$ cat src/plcpr_cfg.svh
// Register offsets, reset values and timing counts of the PHY control bank
`ifndef PLCPR_CFG_SVH
`define PLCPR_CFG_SVH

// Register indices; byte address is four times the index
`define PLCPR_IDX_GLOBAL_GAIN 16'hfe24
`define PLCPR_IDX_CTRL        16'hfe2c
`define PLCPR_IDX_FEATURE     16'hfe68
`define PLCPR_IDX_PREAMBLE    16'hfe9b
`define PLCPR_IDX_BODY        16'hfe9c

// Control register field positions
`define PLCPR_CTRL_CONV_SLEEP 4
`define PLCPR_CTRL_PHY_SLEEP  3
`define PLCPR_CTRL_WDOG_EN    2
`define PLCPR_CTRL_WDOG_ERR   1
`define PLCPR_CTRL_PHY_RST    0

// Feature register field positions
`define PLCPR_FEAT_IRATIO     5
`define PLCPR_FEAT_PAD_AC     4
`define PLCPR_FEAT_AES        3
`define PLCPR_FEAT_CD1        2
`define PLCPR_FEAT_CD2        1
`define PLCPR_FEAT_CRC        0

// Reset values
`define PLCPR_RST_CTRL        8'h04
`define PLCPR_RST_FEATURE     8'h1f
`define PLCPR_RST_GAIN        8'hff

// Gain that passes samples untouched
`define PLCPR_GAIN_UNITY      8'hff

// Watchdog sampling period
`define PLCPR_CLK_KHZ         125000
`define PLCPR_WDOG_MS         200
`define PLCPR_WDOG_CYCLES     (`PLCPR_WDOG_MS * `PLCPR_CLK_KHZ)

`endif

$ cat src/plcpr_pkg.sv
// Types shared by the PHY control bank
package plcpr_pkg;

  typedef struct packed {
    logic converter_sleep;
    logic physical_layer_sleep;
    logic wdog_enable;
    logic wdog_error;
    logic phy_reset;
  } plcpr_ctrl_s;

  typedef struct packed {
    logic interference_ratio_mode;
    logic padding_count_after_coding;
    logic aes_enable;
    logic carrier_detect_alg1_enable;
    logic carrier_detect_alg2_enable;
    logic hw_crc_enable;
  } plcpr_feat_s;

  typedef struct packed {
    logic        preamble;
    logic [15:0] data;
  } plcpr_smp_s;

  typedef enum logic {
    BUS_IDLE,
    BUS_READ
  } plcpr_bus_e;

endpackage

$ cat src/plcpr_regs.sv
// PHY power, watchdog, feature and transmit gain registers on AHB-Lite
//
// Function
// - Converter sleep bit set blocks reception.
// - Physical-layer sleep bit stops all transmit and receive activity.
// - Watchdog enable bit resets to one, watchdog active from reset.
// - Enabled watchdog samples every 200 ms; error raises interrupt and flag.
// - Reset cycle is write one then zero; PHY held in reset meanwhile.
// - Feature bit 5 enables interference ratio measurement mode.
// - Feature bit 4 selects padding count after coding when one.
// - Feature bit 3 enables on-the-fly AES encrypt and decrypt.
// - Feature bit 2 enables the first early carrier detection algorithm.
// - Feature bit 1 enables the second early carrier detection algorithm.
// - Feature bit 0 enables hardware CRC generation and checking.
// - Every transmit sample is scaled by the global gain, truncated to 16 bits.
// - Global gain 0xff passes samples, 0x00 zeroes them; resets to 0xff.
// - Preamble samples scaled by preamble gain, 24-bit product truncated.
// - Preamble gain 0xff full amplitude, 0x00 zero; resets to 0xff.
// - Body samples scaled by body gain; 0xff unchanged, 0x00 zero.
// - Preamble gain acts on preamble only, body gain on header and payload.
`timescale 1ns/100ps
`include "plcpr_cfg.svh"

module plcpr_regs
  import plcpr_pkg::*;
#(
  parameter int unsigned WDOG_CYCLES = `PLCPR_WDOG_CYCLES
) (
  // Clock and reset
  input  wire logic        hclk,
  input  wire logic        hresetn,
  // AHB-Lite slave
  input  wire logic        hsel,
  input  wire logic [31:0] haddr,
  input  wire logic [1:0]  htrans,
  input  wire logic        hwrite,
  input  wire logic [2:0]  hsize,
  input  wire logic [31:0] hwdata,
  input  wire logic        hready,
  output logic             hreadyout,
  output logic             hresp,
  output logic [31:0]      hrdata,
  // PHY status and control
  input  wire logic        phy_fault,
  output logic             phy_irq,
  output plcpr_ctrl_s      ctrl,
  output plcpr_feat_s      feat,
  output logic             rx_enable,
  output logic             tx_enable,
  // Transmit sample stream
  input  wire logic        tx_valid,
  input  plcpr_smp_s       tx_sample,
  output logic             tx_out_valid,
  output logic [15:0]      tx_out
);

  localparam int WDOG_W = $clog2(WDOG_CYCLES + 1);

  // Scale a signed sample by an unsigned gain, keep the upper 16 bits
  function automatic logic [15:0] scale(input logic [15:0] s, input logic [7:0] g);
    logic signed [24:0] p;
    p = $signed(s) * $signed({1'b0, g});
    if (g == `PLCPR_GAIN_UNITY) begin
      return s;
    end
    return p[23:8];
  endfunction

  logic [7:0]        global_gain;
  logic [7:0]        preamble_gain;
  logic [7:0]        body_gain;
  plcpr_bus_e        bus_state;
  logic              wr_pend;
  logic [15:0]       wr_idx;
  logic [15:0]       rd_idx;
  logic [31:0]       next_rdata;
  logic              acc;
  logic [WDOG_W-1:0] wd_cnt;
  logic              wd_tick;
  logic              wd_run;
  logic              s1_valid;
  logic [15:0]       s1_data;
  logic [7:0]        s1_gain;
  logic              tx_ok;

  assign acc     = hsel && htrans[1] && hready;
  assign tx_ok   = !ctrl.physical_layer_sleep && !ctrl.phy_reset;
  assign wd_run  = ctrl.wdog_enable && tx_ok;
  assign wd_tick = wd_run && (wd_cnt == WDOG_W'(WDOG_CYCLES - 1));

  // Bus handshake: writes have no wait, reads one wait state
  always_ff @(posedge hclk or negedge hresetn) begin
    if (!hresetn) begin
      bus_state <= BUS_IDLE;
      hreadyout <= 1'b1;
      hresp     <= 1'b0;
      wr_pend   <= 1'b0;
      wr_idx    <= 16'h0000;
      rd_idx    <= 16'h0000;
    end else begin
      hresp   <= 1'b0;
      wr_pend <= acc && hwrite;
      case (bus_state)
        BUS_IDLE: begin
          if (acc) begin
            wr_idx <= haddr[17:2];
            rd_idx <= haddr[17:2];
            if (!hwrite) begin
              bus_state <= BUS_READ;
              hreadyout <= 1'b0;
            end
          end
        end
        BUS_READ: begin
          bus_state <= BUS_IDLE;
          hreadyout <= 1'b1;
        end
        default: begin
          bus_state <= BUS_IDLE;
          hreadyout <= 1'b1;
        end
      endcase
    end
  end

  // Read mux; unmapped words read zero
  always_comb begin
    next_rdata = 32'h0000_0000;
    case (rd_idx)
      `PLCPR_IDX_GLOBAL_GAIN: next_rdata[7:0] = global_gain;
      `PLCPR_IDX_CTRL:        next_rdata[4:0] = ctrl;
      `PLCPR_IDX_FEATURE:     next_rdata[5:0] = feat;
      `PLCPR_IDX_PREAMBLE:    next_rdata[7:0] = preamble_gain;
      `PLCPR_IDX_BODY:        next_rdata[7:0] = body_gain;
      default:                next_rdata = 32'h0000_0000;
    endcase
  end

  always_ff @(posedge hclk or negedge hresetn) begin
    if (!hresetn) begin
      hrdata <= 32'h0000_0000;
    end else if (bus_state == BUS_READ) begin
      hrdata <= next_rdata;
    end
  end

  // Control register; error flag is not software writable
  always_ff @(posedge hclk or negedge hresetn) begin
    if (!hresetn) begin
      ctrl <= plcpr_ctrl_s'(5'(`PLCPR_RST_CTRL));
    end else begin
      if (wr_pend && wr_idx == `PLCPR_IDX_CTRL) begin
        ctrl.converter_sleep      <= hwdata[`PLCPR_CTRL_CONV_SLEEP];
        ctrl.physical_layer_sleep <= hwdata[`PLCPR_CTRL_PHY_SLEEP];
        ctrl.wdog_enable          <= hwdata[`PLCPR_CTRL_WDOG_EN];
        ctrl.phy_reset            <= hwdata[`PLCPR_CTRL_PHY_RST];
      end
      if (wd_tick && phy_fault) begin
        ctrl.wdog_error <= 1'b1;
      end else if (ctrl.phy_reset) begin
        ctrl.wdog_error <= 1'b0;
      end
    end
  end

  // Feature enables
  always_ff @(posedge hclk or negedge hresetn) begin
    if (!hresetn) begin
      feat <= plcpr_feat_s'(6'(`PLCPR_RST_FEATURE));
    end else if (wr_pend && wr_idx == `PLCPR_IDX_FEATURE) begin
      feat.interference_ratio_mode    <= hwdata[`PLCPR_FEAT_IRATIO];
      feat.padding_count_after_coding <= hwdata[`PLCPR_FEAT_PAD_AC];
      feat.aes_enable                 <= hwdata[`PLCPR_FEAT_AES];
      feat.carrier_detect_alg1_enable <= hwdata[`PLCPR_FEAT_CD1];
      feat.carrier_detect_alg2_enable <= hwdata[`PLCPR_FEAT_CD2];
      feat.hw_crc_enable              <= hwdata[`PLCPR_FEAT_CRC];
    end
  end

  // Gain registers
  always_ff @(posedge hclk or negedge hresetn) begin
    if (!hresetn) begin
      global_gain   <= `PLCPR_RST_GAIN;
      preamble_gain <= `PLCPR_RST_GAIN;
      body_gain     <= `PLCPR_RST_GAIN;
    end else if (wr_pend) begin
      if (wr_idx == `PLCPR_IDX_GLOBAL_GAIN) begin
        global_gain <= hwdata[7:0];
      end
      if (wr_idx == `PLCPR_IDX_PREAMBLE) begin
        preamble_gain <= hwdata[7:0];
      end
      if (wr_idx == `PLCPR_IDX_BODY) begin
        body_gain <= hwdata[7:0];
      end
    end
  end

  // Watchdog sampling timer, cleared to zero in physical-layer sleep and PHY reset
  always_ff @(posedge hclk or negedge hresetn) begin
    if (!hresetn) begin
      wd_cnt  <= '0;
      phy_irq <= 1'b0;
    end else begin
      phy_irq <= wd_tick && phy_fault;
      if (!wd_run || wd_tick) begin
        wd_cnt <= '0;
      end else begin
        wd_cnt <= wd_cnt + WDOG_W'(1);
      end
    end
  end

  // Path enables
  always_ff @(posedge hclk or negedge hresetn) begin
    if (!hresetn) begin
      rx_enable <= 1'b0;
      tx_enable <= 1'b0;
    end else begin
      rx_enable <= tx_ok && !ctrl.converter_sleep;
      tx_enable <= tx_ok;
    end
  end

  // Stage one: section gain, global gain carried along
  always_ff @(posedge hclk or negedge hresetn) begin
    if (!hresetn) begin
      s1_valid <= 1'b0;
      s1_data  <= 16'h0000;
      s1_gain  <= 8'h00;
    end else begin
      s1_valid <= tx_valid && tx_ok;
      s1_gain  <= global_gain;
      if (tx_sample.preamble) begin
        s1_data <= scale(tx_sample.data, preamble_gain);
      end else begin
        s1_data <= scale(tx_sample.data, body_gain);
      end
    end
  end

  // Stage two: global gain in cascade
  always_ff @(posedge hclk or negedge hresetn) begin
    if (!hresetn) begin
      tx_out_valid <= 1'b0;
      tx_out       <= 16'h0000;
    end else begin
      tx_out_valid <= s1_valid && tx_ok;
      if (s1_valid && tx_ok) begin
        tx_out <= scale(s1_data, s1_gain);
      end else begin
        tx_out <= 16'h0000;
      end
    end
  end

  // Assertions
  a_conv_sleep_rx: assert property (@(posedge hclk) disable iff (!hresetn)
    ctrl.converter_sleep |=> !rx_enable)
    else $error("receive enabled while converter asleep");

  a_phy_sleep_idle: assert property (@(posedge hclk) disable iff (!hresetn)
    ctrl.physical_layer_sleep |=> !rx_enable && !tx_enable ##1 !tx_out_valid)
    else $error("activity while PHY asleep");

  a_wdog_err_set: assert property (@(posedge hclk) disable iff (!hresetn)
    wd_tick && phy_fault |=> ctrl.wdog_error && phy_irq ##1 !phy_irq)
    else $error("watchdog error not flagged");

  a_wdog_period: assert property (@(posedge hclk) disable iff (!hresetn)
    wd_tick |=> !wd_tick)
    else $error("watchdog ticks back to back");

  a_err_clear: assert property (@(posedge hclk) disable iff (!hresetn)
    ctrl.phy_reset ##1 ctrl.phy_reset |-> !ctrl.wdog_error)
    else $error("error flag survives PHY reset");

  a_err_no_write: assert property (@(posedge hclk) disable iff (!hresetn)
    !ctrl.wdog_error && !(wd_tick && phy_fault) |=> !ctrl.wdog_error)
    else $error("error flag set without fault");

  a_feat_write: assert property (@(posedge hclk) disable iff (!hresetn)
    wr_pend && wr_idx == `PLCPR_IDX_FEATURE |=> feat == $past(hwdata[5:0]))
    else $error("feature register not written");

  a_rsvd_zero: assert property (@(posedge hclk) disable iff (!hresetn)
    bus_state == BUS_READ && (rd_idx == `PLCPR_IDX_CTRL || rd_idx == `PLCPR_IDX_FEATURE)
    |=> hrdata[31:6] == 26'h0)
    else $error("reserved bits read nonzero");

  a_unity_pass: assert property (@(posedge hclk) disable iff (!hresetn)
    (tx_valid && tx_ok && global_gain == 8'hff && preamble_gain == 8'hff
     && body_gain == 8'hff ##1 tx_ok) |=> tx_out == $past(tx_sample.data, 2))
    else $error("unity gains altered sample");

  a_global_zero: assert property (@(posedge hclk) disable iff (!hresetn)
    (tx_valid && tx_ok && global_gain == 8'h00 ##1 tx_ok) |=> tx_out == 16'h0000)
    else $error("zero global gain leaked");

  a_preamble_zero: assert property (@(posedge hclk) disable iff (!hresetn)
    (tx_valid && tx_ok && tx_sample.preamble && preamble_gain == 8'h00 ##1 tx_ok)
    |=> tx_out == 16'h0000)
    else $error("zero preamble gain leaked");

  a_body_zero: assert property (@(posedge hclk) disable iff (!hresetn)
    (tx_valid && tx_ok && !tx_sample.preamble && body_gain == 8'h00 ##1 tx_ok)
    |=> tx_out == 16'h0000)
    else $error("zero body gain leaked");

  a_read_wait: assert property (@(posedge hclk) disable iff (!hresetn)
    acc && !hwrite && bus_state == BUS_IDLE |=> !hreadyout ##1 hreadyout)
    else $error("read wait state wrong");

  a_write_no_wait: assert property (@(posedge hclk) disable iff (!hresetn)
    acc && hwrite |=> hreadyout)
    else $error("write inserted a wait state");

  a_ctrl_rsvd_zero: assert property (@(posedge hclk) disable iff (!hresetn)
    bus_state == BUS_READ && rd_idx == `PLCPR_IDX_CTRL |=> hrdata[31:5] == 27'h0)
    else $error("control reserved bits read nonzero");

  a_ctrl_write: assert property (@(posedge hclk) disable iff (!hresetn)
    wr_pend && wr_idx == `PLCPR_IDX_CTRL |=> ctrl.phy_reset == $past(hwdata[`PLCPR_CTRL_PHY_RST]))
    else $error("PHY reset bit not written");

  a_reset_idle: assert property (@(posedge hclk) disable iff (!hresetn)
    ctrl.phy_reset |=> !rx_enable && !tx_enable ##1 !tx_out_valid)
    else $error("activity while PHY held in reset");

  a_irq_cause: assert property (@(posedge hclk) disable iff (!hresetn)
    phy_irq |-> $past(wd_tick && phy_fault))
    else $error("interrupt without watchdog fault");

  a_wdog_off_quiet: assert property (@(posedge hclk) disable iff (!hresetn)
    !ctrl.wdog_enable |=> !phy_irq)
    else $error("interrupt with watchdog disabled");

  a_gain_write: assert property (@(posedge hclk) disable iff (!hresetn)
    wr_pend && wr_idx == `PLCPR_IDX_GLOBAL_GAIN |=> global_gain == $past(hwdata[7:0]))
    else $error("global gain not written");

  a_preamble_select: assert property (@(posedge hclk) disable iff (!hresetn)
    (tx_valid && tx_ok && tx_sample.preamble && preamble_gain == 8'hff && body_gain == 8'h00
     && global_gain == 8'hff ##1 tx_ok) |=> tx_out == $past(tx_sample.data, 2))
    else $error("preamble sample took body gain");

  a_body_select: assert property (@(posedge hclk) disable iff (!hresetn)
    (tx_valid && tx_ok && !tx_sample.preamble && body_gain == 8'hff && preamble_gain == 8'h00
     && global_gain == 8'hff ##1 tx_ok) |=> tx_out == $past(tx_sample.data, 2))
    else $error("body sample took preamble gain");

  a_tx_zero_idle: assert property (@(posedge hclk) disable iff (!hresetn)
    !tx_out_valid |-> tx_out == 16'h0000)
    else $error("sample output nonzero while idle");

  c_wdog_error: cover property (@(posedge hclk) disable iff (!hresetn)
    wd_tick && phy_fault);

  c_reset_cycle: cover property (@(posedge hclk) disable iff (!hresetn)
    ctrl.phy_reset ##[1:20] !ctrl.phy_reset);

  c_preamble_to_body: cover property (@(posedge hclk) disable iff (!hresetn)
    tx_valid && tx_sample.preamble ##1 tx_valid && !tx_sample.preamble);

  c_sleep_entry: cover property (@(posedge hclk) disable iff (!hresetn)
    ctrl.phy_reset ##[1:20] ctrl.phy_reset && ctrl.physical_layer_sleep);

  c_gain_cascade: cover property (@(posedge hclk) disable iff (!hresetn)
    tx_out_valid && s1_gain != 8'hff);

endmodule

$ cat config.mk
export PLATFORM = sky130hd
export DESIGN_NAME = plcpr_regs
export DESIGN_NICKNAME = d
export VERILOG_FILES = /design/src/plcpr_pkg.sv /design/src/plcpr_regs.sv
export VERILOG_INCLUDE_DIRS = /design/src
export SDC_FILE = /design/constraint.sdc
export NUM_CORES = 1
export LEC_CHECK = 0
export BUFFER_PORTS_ARGS = -buffer_cell sky130_fd_sc_hd__buf_2
export CAP_MARGIN = 20
export CORE_UTILIZATION = 55
export DETAILED_ROUTE_END_ITERATION = 10
export PLACE_DENSITY_LB_ADDON = 0.05
export REMOVE_ABC_BUFFERS = 1
export SYNTH_ARGS = -nofsm -noshare
export SYNTH_HDL_FRONTEND = slang
export SYNTH_SLANG_ARGS = --single-unit
$ cat constraint.sdc
create_clock -name hclk -period 10.5 [get_ports hclk]
set_input_delay 2.1 -clock hclk [delete_from_list [all_inputs] [get_ports hclk]]
set_output_delay 2.1 -clock hclk [all_outputs]
set_load 0.01 [all_outputs]
---- Word-level counts from Yosys, hierarchy flattened ----
Cells that the tools add are included.
operators by class
  add/sub/neg operators ................... 1
  shifts and indexed selects .............. 0
  divide/modulo/power cells ............... 0
  bitwise operators ....................... 1
  muxes and demuxes ....................... 26
  order comparisons ....................... 0
  multipliers ............................. 3
  eq/ne operators ......................... 11
  reduce and logical (&&, ||, !) cells .... 23
operator list
  kind                     count
  $mux W16                 8
  $eq A16 B16 Y1 const B   5
  $mul A16 B9 Y24          3
  $add A25 B1 Y25 const B  1
  $eq A25 B25 Y1 const B   1
  $mux W25                 1
  $pmux W5 S5              1
  $eq A8 B8 Y1 const B     3
  $logic_and A1 B1 Y1      12
  $mux W1                  12
  $reduce_and A2 Y1        5
  $pmux W2 S3              1
  $logic_not A1 Y1         4
  $ne A2 B2 Y1 const B     2
  $pmux W1 S2              2
  $pmux W1 S4              1
  $reduce_bool A2 Y1       1
  $logic_or A1 B1 Y1       1
  $not A1 Y1               1
storage, ports and cells
  bits in latches ......................... 0
  memory bits (writable) .................. 0
  memories kept ........................... 0
  output and inout bits ................... 65
  bits in read-only memories .............. 0
  logic and storage cells ................. 93
  register bits after elaboration ......... 132
  input bits .............................. 93

---- Logic depth before layout (Yosys ltp) ----
  depth in word-level cells ............... 6
  gate-level depth with buffers ........... 20
  mapped depth without buffers ............ 19

---- Worst setup path after synthesis ----
OpenSTA, ideal clock, no wires.
  path type ............................... input -> register
  start ................................... in tx_sample[15] (netlist bit)
  end ..................................... reg s1_data[14]
  data required time ...................... 10351 ps
  cell stages on the path ................. 19
  path buffers ............................ 2
  path slack .............................. 3792 ps
  arrival ................................. 6559 ps
  cells stage by stage .................... clkbuf_1 clkbuf_1 nand2_1 fa_1 inv_1 fa_1 fa_1 inv_1 fa_1 inv_1 ha_1 a21o_1 a221o_1 a22oi_1 a31oi_1 a21oi_1 o21bai_1 xnor2_1 o221ai_1
on the way
  word-level cells in the longest chain between the ends .. 3
RTL lines
  item                    RTL line           source
  start: declaration      plcpr_regs.sv:52   input plcpr_smp_s tx_sample,
  $mul A16 B9 Y24         plcpr_regs.sv:62   p = $signed(s) * $signed({1'b0, g});
  $mux W16                plcpr_regs.sv:66   return p[23:8];
  $mux W16 *              plcpr_regs.sv:234  if (tx_sample.preamble) begin
  end signal: assignment  plcpr_regs.sv:235  s1_data <= scale(tx_sample.data, preamble_gain);
  end signal: assignment  plcpr_regs.sv:237  s1_data <= scale(tx_sample.data, body_gain);
  end: declaration        plcpr_regs.sv:82   logic [15:0] s1_data;
Mark *: on every way between the ends. The rest lies on a longest branch, timed or not.
A chain may end at the register's enable or synchronous reset.

---- Final worst setup path ----
  start ................................... in tx_sample[13] (netlist bit)
  end ..................................... reg s1_data[15]
The elaborated chain is that of the path after synthesis.

==> metrics.md <==
| Metric | Value |
|---|---|
| Status | finished, final reports clean |
| Final hold violation count | 0 |
| Port bufs | 88 |
| Antenna violations before repair | 1 |
| Most numerous cell in the Yosys netlist | inv_1 |
| Global route overflow | 0 |
| Post-synth EDFFs | 0 |
| Final GP Congestion | between 0.8 and 0.9 |
| Flops & latches, synth | 132 |
| Clk_skew | 12.02 ps |
| Fin crit period | around 6700 ps |
| Hold/Removal Path Class | reg -> reg |
| Crit-path max FO | 17 |
| Critical path cell sequence | buf_2 > nand2_1 > fa_1 > inv_1 > fa_1 > fa_1 > inv_1 > fa_1 > inv_1 > ha_1 > a21o_1 > a22oi_1 > o21ai_0 > o2111ai_1 > nand3_1 > a31oi_1 > xnor2_1 > o221ai_1 |
| CP Buf/Inv Count | 4 |
| # hold bufs at CTS | 0 |
| # DRC | 0 |
| Pin count of the biggest net entering global routing | 76 |
| IO Count | roughly 160 |
| Die X | 185.1 microns |
| Die Y | between 150 and 200 microns |
| Syn avg cell area | 9.201 sq um |
| Synth unique cells | 67 |
| Core area | roughly 0.033 sq mm |
| Total Power Consumption | about 3200 uW |
| Clk_lat worst skew | just over 400 ps |
| First-pass GRT wire length | around 68,000 microns |
| DRT Wirelength | roughly 40,000 microns |
| Gr usage total | 0.2523 |
| Dominant synthesized flop cell | dfrtp_1 |
| Seq/Total Area, Yosys | 0.1813 |
| Critical path launch point type | input port |
| Area leader, netlist | fa_1 |
| Clock root buffer | clkbuf_16 |
| Met1 GRT Util | 0.3322 |
| RSZ-0062 raised after global routing | no |
| Pre-Repair DR Iteration Count | 5 |
| Async SR Flop Fraction | 1.000 |
| Post-Synth XOR/XNOR Area | 0.03659 |
| Post-synthesis mux area share | 0.03388 |
| Setup tns final | 0 ps |
| Mapped Cells | around 2,000 |
| Post-layout util | 0.5980 |
| CTS tree | done |
| Final slew viol count | 0 |
| TritonCTS Sinks | ~130 |
| P_leak | between 0.01 and 0.015 uW |
| Max Cap Viol | 0 |
| Period utilisation layout | 0.6338 |
| Share of the synthesized area in the top cell type | 0.3226 |
| Post-CTS Setup Bufs | 0 |
| Nets | roughly 2,600 |
| Worst setup EP type | flip-flop |
| Compound-gate portion of the synthesized area | 0.05934 |
| Fillcell total | 2,923 |
| CP dominant cell by count | fa_1 |
| Met3 Use GR | 0.03421 |
| Final Setup Violations | 0 |
| DP HPWL | between 30,000 and 40,000 microns |
| DR vias | between 10,000 and 15,000 |
| Clock transition at path regs | around 70 ps |
| M2 GR Usage | 0.4469 |
| Peak supply drop | between 0.1 and 0.15 mV |
| Initial drt markers | roughly 660 |
| Vias in the first global route | roughly 14,000 |
| Post-synth top cells | inv_1, fa_1, nand2_1, and2_1, ha_1 |
| FP Rows | 66 |
| Routed wire per std cell | around 16 microns |
| Top post-synthesis cells by area | fa_1, dfrtp_1, ha_1 |
| TritonCTS Buffers | 17 |
| Critical path class | in -> reg |
| Area Growth Syn to Fin | 6.389% |
| Grt peak-use layer | met2 |
| Largest family of logic cells by synthesized area | adder cells |
| Power Density | about 160 mW/mm^2 |
| CP peak stage delay | between 500 and 600 ps |
| Clock Path Buffers | 2 |
| Vias/cell | 5.228 |
| Simple-gate share of the synthesized area | 0.1629 |
| Critical path data arrival time | slightly below 7000 ps |
| Data required, critical path | about 11,000 ps |
| Layout cells sized above 1 | 0.1062 |
| Cts repair resizes | 0 |
| H-tree levels | 4 |
| Relative slew slack | 0.3575 |
| CP max stage cell | fa_1 |
| Die area | approximately 0.034 sq mm |
| Fmax | 150.3 MHz |
| Delay-heaviest family, CP | adder cells |
| YS warnings | 0 |
| Starting Density | 0.5621 |
| Routed Antenna Nets | 0 |
| Worst-Margin Slew | 961.0 ps |
| Post-Synth Adder-Cell Area | 0.4109 |
| Area of the mapped netlist | around 0.018 sq mm |
==> report_power, final <==
| part | internal (uW) | switching (uW) |
|---|---|---|
| logic | 807 | 1040 |
| registers | 580 | 143 |
| clock network | 333 | 245 |
==> kinds of logic after synthesis <==
| logic type | Yosys count |
|---|---|
| compound gates | 156 |
| xor+xnor | 77 |
| fa+ha+maj | 427 |
| buf+inv | 536 |
| flops | 132 |
| mux | 56 |
| other cells | 1 |
| simple gates | 618 |
==> final timing paths <==
| path | startpoint | end | slack (ps) | depth (start not counted) |
|---|---|---|---|---|
| worst max-delay path | tx_sample[13] | s1_data[15]$_DFF_PN0_ | 3840 | 18 |
| worst min-delay path | global_gain[2]$_DFFE_PN1P_ | s1_gain[2]$_DFF_PN0_ | 410 | 0 |
| worst max register to register | body_gain[0]$_DFFE_PN1P_ | s1_data[14]$_DFF_PN0_ | 5000 | 17 |
| worst min register to register | global_gain[2]$_DFFE_PN1P_ | s1_gain[2]$_DFF_PN0_ | 410 | 0 |
| max in group asynchronous | hresetn | s1_data[12]$_DFF_PN0_ | 7520 | 2 |
| min in group asynchronous | hresetn | tx_out[0]$_DFF_PN0_ | 1640 | 1 |
==> metal layers <==
metal,vias to the layer above,share of wire
li1,6127,-
met1,6617,0.45
met2,228,0.50
met3,26,0.035
met4,0,0.011
met5,-,0
==> registers in the layout, summed over array words and instances, names as in the netlist, 5 cells and up <==
name / cells
rd_idx: 16
global_gain: 8
feat: 6
wd_cnt: 25
s1_gain: 8
body_gain: 8
ctrl: 5
hrdata: 8
preamble_gain: 8
s1_data: 16
tx_out: 16
==> metrics by stage <==
stage | cell area [sq um] | instances | worst slack, ps | hold WS (ps)
final | 19610 | 2486 | 3845 | 411.2
after floorplan | 18020 | 1921 | 4331 | 394.2
after detailed placement | 19030 | 2453 | 3394 | 404.5
after CTS | 19600 | 2485 | 3842 | 410.3
after global routing | 19610 | 2486 | 3569 | 415.3
after global placement | 19030 | 2453 | 3464 | 402.4
==> cell usage in the layout (no fill, tap or decap), drive strengths merged, types with 6 or more instances in the layout <==
master  Yosys  layout
dfrtp     101     101
o21ai      20      20
a222oi      8       8
fa        297     297
inv       430     437
xnor2      56      56
a31oi      11      11
a21oi      43      43
conb        1      25
o221ai      9       9
a21o       16      16
a211oi      6       6
dfstp      31      31
nand2     269     269
nor3        8       8
mux2       51      51
or2         6       6
nor2       82      82
or3         6       6
nand4      16      16
nor2b       7       7
and3       11      11
and2      164     164
ha        130     130
clkbuf     72      18
a22oi       8       8
buf        34      90
xor2       21      21
nand3      23      23
==> layout make-up <==
cell class	instances	area (sq um)	share of cell area
inverters	430	1614	0.08232
clock inverters	14	143.9	0.007339
well taps	442	553.0	0.02821
repair buffers	90	461.7	0.02355
flip-flops and latches	132	3342	0.1705
clock buffers	18	429.2	0.02189
multi-input cells	1359	13060	0.6661
diodes	1	2.502	0.0001276
(Power assumes the default switching activity.)
